$ cat src/shared/rfseq_pkg.sv
// package for the rfid reader/writer operation sequencer
package rfseq_pkg;
    localparam int unsigned CLK_HZ         = 40_000_000;
    localparam int unsigned INIT_TIME_MS   = 50;
    localparam int unsigned INIT_CYCLES    = (CLK_HZ / 1000) * INIT_TIME_MS;
    localparam int unsigned INIT_CNT_W     = 22;
    localparam int unsigned ADDR_W         = 8;
    localparam int unsigned PAGE_W         = 5;
    localparam int unsigned PAGE_SHIFT     = 3;
    localparam logic [7:0]  ADDR_LAST      = 8'hEF;
    localparam logic [7:0]  SMALL_TAG_SIZE = 8'h80;
    localparam logic [7:0]  SMALL_USER_LAST = 8'h6F;
    localparam logic [4:0]  PAGE_FIRST     = 5'h01;

    typedef enum logic [5:0] {
        RFSEQ_INIT = 6'b000001,
        RFSEQ_IDLE = 6'b000010,
        RFSEQ_RECV = 6'b000100,
        RFSEQ_PROC = 6'b001000,
        RFSEQ_RESP = 6'b010000,
        RFSEQ_HALT = 6'b100000
    } rfseq_state_type;

    // command as decoded by the serial front end
    typedef struct packed {
        logic       osc_off;
        logic       osc_on;
        logic       fifo_opt;
        logic       large_tag;
        logic [7:0] addr;
    } rfseq_cmd_type;

    // status lamps
    typedef struct packed {
        logic tag_link_active;
        logic tag_success;
        logic tag_failure;
        logic module_alive;
    } rfseq_status_type;
endpackage : rfseq_pkg

$ cat src/hw/rfseq_page_map.sv
// tag byte address to page number and range check
`timescale 1ns/100ps
`default_nettype none
module rfseq_page_map (
    // address in
    input  wire logic [7:0] addr,
    input  wire logic       large_tag,
    // page out
    output logic [4:0]      page,
    output logic            addr_ok
);
    always_comb begin
        page = 5'(addr >> rfseq_pkg::PAGE_SHIFT) + rfseq_pkg::PAGE_FIRST;
        if (large_tag) begin
            addr_ok = (addr <= rfseq_pkg::ADDR_LAST);
        end else begin
            addr_ok = (addr <= rfseq_pkg::SMALL_USER_LAST);
        end
    end
endmodule : rfseq_page_map
`default_nettype wire

$ cat src/hw/rfseq_top.sv
// operation sequencer of the rfid reader/writer module
`timescale 1ns/100ps
`default_nettype none
module rfseq_top #(
    parameter int unsigned INIT_CYCLES = rfseq_pkg::INIT_CYCLES
) (
    // clock and reset
    input  wire logic                     mclk,
    input  wire logic                     rst_n,
    // abort input, active low
    input  wire logic                     abort_n,
    // serial front end: command frames
    input  wire logic                     cmd_start,
    input  wire logic                     cmd_valid,
    input  wire rfseq_pkg::rfseq_cmd_type cmd,
    // tag engine
    output logic                          tag_go,
    output logic [4:0]                    tag_page,
    input  wire logic                     tag_done,
    input  wire logic                     tag_ok,
    // response path
    output logic                          resp_go,
    output logic                          resp_ok,
    input  wire logic                     resp_done,
    // antenna and status
    output logic                          antenna_on,
    output logic                          osc_continuous,
    output rfseq_pkg::rfseq_status_type   status,
    output logic                          addr_error
);
    rfseq_pkg::rfseq_state_type state_q, state_d;
    logic [rfseq_pkg::INIT_CNT_W-1:0] cnt_q, cnt_d;
    logic             cont_q, cont_d;
    logic             succ_q, succ_d;
    logic             fail_q, fail_d;
    logic             aerr_q, aerr_d;
    logic             rok_q, rok_d;
    logic [4:0]       page_q, page_d;
    rfseq_pkg::rfseq_cmd_type cmd_q, cmd_d;
    logic [4:0]       map_page;
    logic             map_ok;


    // byte address to page number and tag size range check
    rfseq_page_map rfseq_page_map_i (
        .addr      (cmd_q.addr),
        .large_tag (cmd_q.large_tag),
        .page      (map_page),
        .addr_ok   (map_ok)
    );

    always_comb begin
        state_d = state_q;
        cnt_d   = cnt_q;
        cont_d  = cont_q;
        succ_d  = succ_q;
        fail_d  = fail_q;
        aerr_d  = aerr_q;
        rok_d   = rok_q;
        page_d  = page_q;
        cmd_d   = cmd_q;
        unique case (state_q)
            rfseq_pkg::RFSEQ_INIT: begin
                if (cnt_q >= rfseq_pkg::INIT_CNT_W'(INIT_CYCLES - 1)) begin
                    state_d = rfseq_pkg::RFSEQ_IDLE;
                end else begin
                    cnt_d = cnt_q + 1'b1;
                end
            end
            rfseq_pkg::RFSEQ_IDLE: begin
                if (cmd_start) begin
                    state_d = rfseq_pkg::RFSEQ_RECV;
                end
            end
            rfseq_pkg::RFSEQ_RECV: begin
                if (cmd_valid) begin
                    cmd_d   = cmd;
                    succ_d  = 1'b0;
                    fail_d  = 1'b0;
                    state_d = rfseq_pkg::RFSEQ_PROC;
                    if (cmd.osc_off) begin
                        cont_d = 1'b0;
                    end else if (cmd.osc_on || cmd.fifo_opt) begin
                        cont_d = 1'b1;
                    end
                end
            end
            rfseq_pkg::RFSEQ_PROC: begin
                page_d = map_page;
                aerr_d = !map_ok;
                if (!map_ok) begin
                    fail_d  = 1'b1;
                    rok_d   = 1'b0;
                    state_d = rfseq_pkg::RFSEQ_RESP;
                end else if (tag_done) begin
                    succ_d  = tag_ok;
                    fail_d  = !tag_ok;
                    rok_d   = tag_ok;
                    state_d = rfseq_pkg::RFSEQ_RESP;
                end
            end
            rfseq_pkg::RFSEQ_RESP: begin
                if (resp_done) begin
                    state_d = rfseq_pkg::RFSEQ_IDLE;
                end
            end
            rfseq_pkg::RFSEQ_HALT: begin
                state_d = rfseq_pkg::RFSEQ_IDLE;
            end
        endcase
        // abort overrides in every state but RFSEQ_INIT; a partial multipage write is left as is
        if (!abort_n && state_q != rfseq_pkg::RFSEQ_INIT) begin
            state_d = rfseq_pkg::RFSEQ_HALT;
        end
    end

    always_ff @(posedge mclk) begin
        if (!rst_n) begin
            state_q <= rfseq_pkg::RFSEQ_INIT;
            cnt_q   <= '0;
            cont_q  <= 1'b0;
            succ_q  <= 1'b0;
            fail_q  <= 1'b0;
            aerr_q  <= 1'b0;
            rok_q   <= 1'b0;
            page_q  <= '0;
            cmd_q   <= '0;
        end else begin
            state_q <= state_d;
            cnt_q   <= cnt_d;
            cont_q  <= cont_d;
            succ_q  <= succ_d;
            fail_q  <= fail_d;
            aerr_q  <= aerr_d;
            rok_q   <= rok_d;
            page_q  <= page_d;
            cmd_q   <= cmd_d;
        end
    end

    // handshakes and status
    // tag_go, resp_go, antenna_on and module_alive drop in the same cycle as the abort input falls
    always_comb begin
        tag_go   = (state_q == rfseq_pkg::RFSEQ_PROC) && map_ok && abort_n;
        tag_page = page_q;
        resp_go  = (state_q == rfseq_pkg::RFSEQ_RESP) && abort_n;
        resp_ok  = rok_q;
        osc_continuous = cont_q;
        // stop mode only oscillates in RFSEQ_PROC, while the tag engine runs
        antenna_on = abort_n && (state_q != rfseq_pkg::RFSEQ_INIT)
                   && (cont_q || state_q == rfseq_pkg::RFSEQ_PROC);
        status.tag_link_active = tag_go;
        status.tag_success     = succ_q;
        status.tag_failure     = fail_q;
        status.module_alive    = abort_n
                               && (state_q != rfseq_pkg::RFSEQ_INIT);
        addr_error = aerr_q;
    end
endmodule : rfseq_top
`default_nettype wire

$ cat config.mk
export PLATFORM = sky130hd
export DESIGN_NAME = rfseq_top
export DESIGN_NICKNAME = d
export VERILOG_FILES = /design/src/shared/rfseq_pkg.sv /design/src/hw/rfseq_page_map.sv /design/src/hw/rfseq_top.sv
export SDC_FILE = /design/constraint.sdc
export NUM_CORES = 1
export LEC_CHECK = 0
export ABC_CLOCK_PERIOD_IN_PS = 3500
export BUFFER_PORTS_ARGS = -buffer_cell sky130_fd_sc_hd__buf_4
export CAP_MARGIN = 40
export CORE_ASPECT_RATIO = 1.2
export CORE_MARGIN = 4
export CORE_UTILIZATION = 25
export DETAILED_ROUTE_END_ITERATION = 10
export SLEW_MARGIN = 20
export SYNTH_ARGS = -nofsm -noshare
export SYNTH_HDL_FRONTEND = slang
export SYNTH_SLANG_ARGS = --single-unit
$ cat constraint.sdc
create_clock -name mclk -period 3.5 [get_ports mclk]
set_input_delay 0.35 -clock mclk [delete_from_list [all_inputs] [get_ports mclk]]
set_output_delay 0.35 -clock mclk [all_outputs]
set_load 0.02 [all_outputs]
Word level (Yosys, flattened, before mapping)
Cells that the tools add are included. Widths: inputs -> output; s select.

Register bits after elaboration: 47. Input bits: 20.

Add/sub/neg operators: 2. Order comparisons: 3. Equal/unequal tests: 20. Muxes and demuxes: 19. Bitwise gates (word level): 2. Reductions and logical operators: 22.

Operators with widths (count): $mux 6 (7); $pmux 6 s6 (1); $add 22x1->22 const B (1); $ge 22x21->1 const B (1); $ne 3x3->1 const B (5); $ne 2x2->1 const B (7); $reduce_and 5->1 (2); $mux 1 (9); $le 8x7->1 const B (1); $le 8x8->1 const B (1); $eq 6x1->1 const B (1); $eq 6x2->1 const B (1); $eq 6x3->1 const B (1); $eq 6x4->1 const B (1); $eq 6x5->1 const B (1); $eq 6x6->1 const B (1); $logic_and 1x1->1 (6); $ne 6x1->1 const B (1); $reduce_and 2->1 (3); $reduce_and 3->1 (2); $add 5x1->5 const B (1); $ne 4x4->1 const B (1); $pmux 1 s2 (2); $reduce_and 4->1 (1); other kinds (5) (10).

Depth between registers and ports, before layout
Word-level depth: 5. Depth in mapped cells: 8. Mapped depth without buffers: 6.

Cells and area by module
A second synthesis with hierarchy kept.

Cell total of the unflattened synthesis: 256. Area total of the unflattened synthesis: 2279.7 sq um.

Modules (own cells, without submodules): rfseq_top (times used 1, cells each 246, area each 2202.1 sq um); rfseq_page_map (times used 1, cells each 10, area each 77.6 sq um).

Worst setup path after synthesis
No wires, ideal clock.

Path type: reg-to-output. From: reg cmd_q[6] (netlist bit). To: out status[3] (netlist bit). Arrival: 1.657 ns. Data required time: 3.150 ns. Path slack: 1.493 ns. Stages on the path, launching flop included: 5. Cells stage by stage: dfxtp_1 -> and3_1 -> maj3_1 -> nor3_1 -> buf_4.

Word-level cells in the longest chain between the ends: 4. Elaborated cells between the ends (all ways): 5. Those cells by class: order compare (2); mux (1); reduce/logical (2).

Ends and longest elaborated chain: from (decl) (line rfseq_top.sv:39) `rfseq_pkg::rfseq_cmd_type cmd_q, cmd_d;`; from (signal assigned) (line rfseq_top.sv:137) `cmd_q <= cmd_d;`; $le 8x7->1 / $le 8x8->1 (equally long branches) (line rfseq_page_map.sv:17, rfseq_page_map.sv:15); $mux 1 (*) (line rfseq_page_map.sv:14) `if (large_tag) begin`; $logic_and 1x1->1 (*) (2 in a row) (line rfseq_top.sv:144) `tag_go = (state_q == rfseq_pkg::RFSEQ_PROC) && map_ok && abort_n;`; to (decl) (line rfseq_top.sv:28) `output rfseq_pkg::rfseq_status_type status,`.

Every way passes the cells marked *; elsewhere a longest branch is shown, timed or not.

Final worst setup path
From: reg state_q[4]. To: reg cnt_q[13] (netlist bit).

Word-level cells in the longest chain between the ends: 2.

Ends and longest elaborated chain: from (decl) (line rfseq_top.sv:31) `rfseq_pkg::rfseq_state_type state_q, state_d;`; from (signal assigned) (line rfseq_top.sv:119) `state_q <= rfseq_pkg::RFSEQ_INIT;`; from (signal assigned) (line rfseq_top.sv:129) `state_q <= state_d;`; $eq 6x1->1 (line rfseq_top.sv:62) `unique case (state_q)`; $reduce_and 2->1 (no line); to (signal assigned) (line rfseq_top.sv:130) `cnt_q <= cnt_d;`; to (decl) (line rfseq_top.sv:32) `logic [rfseq_pkg::INIT_CNT_W-1:0] cnt_q, cnt_d;`.

No other way between the ends. A chain may end at the register's enable or synchronous reset.

==> impl_results.md <==
* Status: complete, no violations
* Hold WS at 228.5 ps
* Critical path fanouts, max at 22
* Antenna violations before repair at 0
* Clock-pin slew on the worst setup and hold paths at 90 ps
* Critical Path Sink: cnt_q[13]$_SDFFE_PN0P_
* IO Port Bufs at 31
* Share of post-route cells with drive strength above 1 at 0.1619
* Clock Latency Late Sink at 300 ps
* Worst Max-Slew Pin Slew at 513.9 ps
* Final Hold Fails at 0
* Routed wire per std cell at 12.70 um
* Reg-to-reg startpoint: state_q[4]$_SDFFE_PP0P_
* CP endpoint kind: register
* Clk root buf: clkbuf_8
* Top delay family on crit path: simple AND/OR/NAND/NOR gates
* Final setup fails at 0
* Worst reg-to-reg setup slack at 1370 ps
* Hold path cells at 2
* Class of the most critical setup path: register to register
* Post-route DRC at 0
* Number of synthesized register bits at 44
* Max Freq at 469.2 MHz
* Post-CTS sizing at 0
* GP Congestion at 0.7572
* Crit. path cell count at 5
* Vias in the first global route at 1730
* RSZ-0062 raised after global routing: no
* Netlist cell types at 47
* Row count at 36
* Antenna violation net count after detailed routing at 0
* Detailed Routing Iterations Pass 1 at 4
* Effective utilization at floorplan at 0.2565
* Gr ovfl total at 0
* Power per cell area at 497.8 nW/um2
* Relative slew slack at 0.6548
* Crit-path cells: nor3_4 -> o2111ai_2 -> or3_4 -> or4_1 -> a21oi_1
* Cts hold-fix bufs at 0
* Reg2Reg Depth at 5
* Placed Cells at 365
* Final Util at 0.3057
* Pleak at 0.0008681 uW
* Die Ht at 107.9 um
* Main synth FF type: dfxtp_1
* HP Class: input pin to register
* Synth Warn # at 0
* Overall Global Routing Usage at 0.09739
* Max incr delay on CP at 520 ps
* Crit path from: state_q[4]$_SDFFE_PP0P_
* Clock buffer depth at 2
* IR drop worst, VDD at 0.1665 mV
* Final WL at 4737 um
* TritonCTS Buffers at 5
* Worst-path cell with the longest stage delay: or3_4
* Core Footprint at 8108 um2
* Final setup TNS at 0 ps
* Max-slew violations at 0
* Number of vias per cell at 5.083
* Worst setup SP type: register
* FFs w/ async S/R, synth at 0
* Period utilisation layout at 0.6090
* Syn Area/Cell at 8.285 um2
* Crit path buffers/inverters at 0
* Diodes inserted at 0
* Crit path DAT at 2360 ps
* Setup Buffers After CTS at 0
* Clock Skews at 7.656 ps
* Maxcap violations at 0
* Mapped Nets at 273
* DRT iter0 DRCs at 158
* Req. time, crit path at 3730 ps
* Finished Layout Cells at 373
* Synth Cell Area at 2079 um2
* DP HPWL at 3535 um
* Post-synth EDFFs at 0
* Vias at 1896
* Cell count after synthesis at 251
* DIE WIDTH at 91.26 um
* Clock sink count at 44
* Shortest period the worst path allows at 2131 ps
* Dpl cell area at 2364 um2
* Seq/Total Area, Yosys at 0.4236
* Filler cell count at 854
* Post-route cell area at 2479 um2
* H-tree depth at 2
* Largest net degree at the start of global routing at 31
* CTS tree: yes
* # nets final at 299
* Io pins at 35
* First-pass GRT wire length at 7859 um
* Synth-to-layout area growth at 19.19%
* Reg2reg end: cnt_q[13]$_SDFFE_PN0P_
* Die area at 9847 um2
## per-layer routing
metal | wire, um | global-route usage
met5 | 0 | 0
met4 | 85 | 0.03448
met3 | 234 | 0.03077
met2 | 2347 | 0.1710
met1 | 2069 | 0.1113
## placed cells by master (no fill, tap or decap), types with 7 or more instances in the layout
| cell type | n |
|---|---|
| a21oi_1 | 27 |
| o21ai_0 | 10 |
| nand3_1 | 12 |
| buf_4 | 32 |
| o31ai_1 | 7 |
| nor2_1 | 17 |
| nand2_1 | 34 |
| or4_1 | 8 |
| dfxtp_1 | 44 |
| and3_1 | 9 |
## sequential cells by signal, summed over array words and instances, names as in the netlist, 5 cells and up
name / count
cnt_q: 22
cmd_q: 6
state_q: 6
tag_page: 5
## synth_stat cells, types with 2 or more instances
master | number | area share
nand3_1 | 12 | 0.029
or4_1 | 8 | 0.029
clkbuf_1 | 7 | 0.013
xnor2_1 | 4 | 0.017
o31ai_1 | 7 | 0.025
ha_1 | 2 | 0.012
nor2b_1 | 3 | 0.0090
dfxtp_1 | 44 | 0.42
xor2_1 | 2 | 0.0084
a21oi_1 | 27 | 0.065
nand2b_1 | 3 | 0.0090
and2_1 | 2 | 0.0060
o21ai_0 | 10 | 0.024
nand4_1 | 5 | 0.015
or3_1 | 6 | 0.018
o211ai_1 | 2 | 0.0072
nor4_1 | 4 | 0.012
nand2_1 | 34 | 0.061
inv_1 | 6 | 0.011
nor3_1 | 5 | 0.012
and3_1 | 9 | 0.027
a211oi_1 | 5 | 0.018
nor2_1 | 17 | 0.031
buf_6 | 2 | 0.011
buf_4 | 3 | 0.011
## cell families (layout without fill, tap and decap cells)
kind of cell | after synthesis | after routing | share of synthesized area
fa+ha+maj | 3 | 3 | 0.01685
compound gates | 61 | 61 | 0.1823
flops | 44 | 44 | 0.4236
xor+xnor | 6 | 6 | 0.02527
simple gates | 116 | 116 | 0.2984
buf+inv | 20 | 47 | 0.04873
mux | 1 | 1 | 0.004814
## area by class of cell
cell class                 count  area (um2)  area share
clock inverter                 3       46.29     0.01868
inverter                       7       26.28     0.01060
tap                           95       118.9     0.04796
clock buffer                   5       68.82     0.02776
multi-input combinational    187        1097      0.4427
timing repair buffer          32       240.2     0.09692
sequential                    44       880.8      0.3554
## worst min path at each step
stage	startpoint	endpoint	slack [ps]
after floorplan	abort_n	state_q[5]$_SDFFE_PN0P_	430
after global placement	resp_ok$_SDFFE_PN0P_	resp_ok$_SDFFE_PN0P_	450
after detailed placement	resp_ok$_SDFFE_PN0P_	resp_ok$_SDFFE_PN0P_	460
after CTS	abort_n	state_q[5]$_SDFFE_PN0P_	220
after global routing	abort_n	state_q[5]$_SDFFE_PN0P_	230
final	abort_n	state_q[5]$_SDFFE_PN0P_	230
## metrics by stage
stage / total power [uW] / setup WS [ps]
3_5_place_dp: 854.2 / 1380
4_1_cts: 1255 / 1348
5_1_grt: 1314 / 1119
3_3_place_gp: 846.8 / 1422
6_report: 1234 / 1369
2_1_floorplan: 812.2 / 1493
## power breakdown
group,switching [uW],internal [uW]
Clock,179,215
Sequential,27.1,527
Combinational,176,109
Total,383,851
Power figures use the tool's default switching activity.
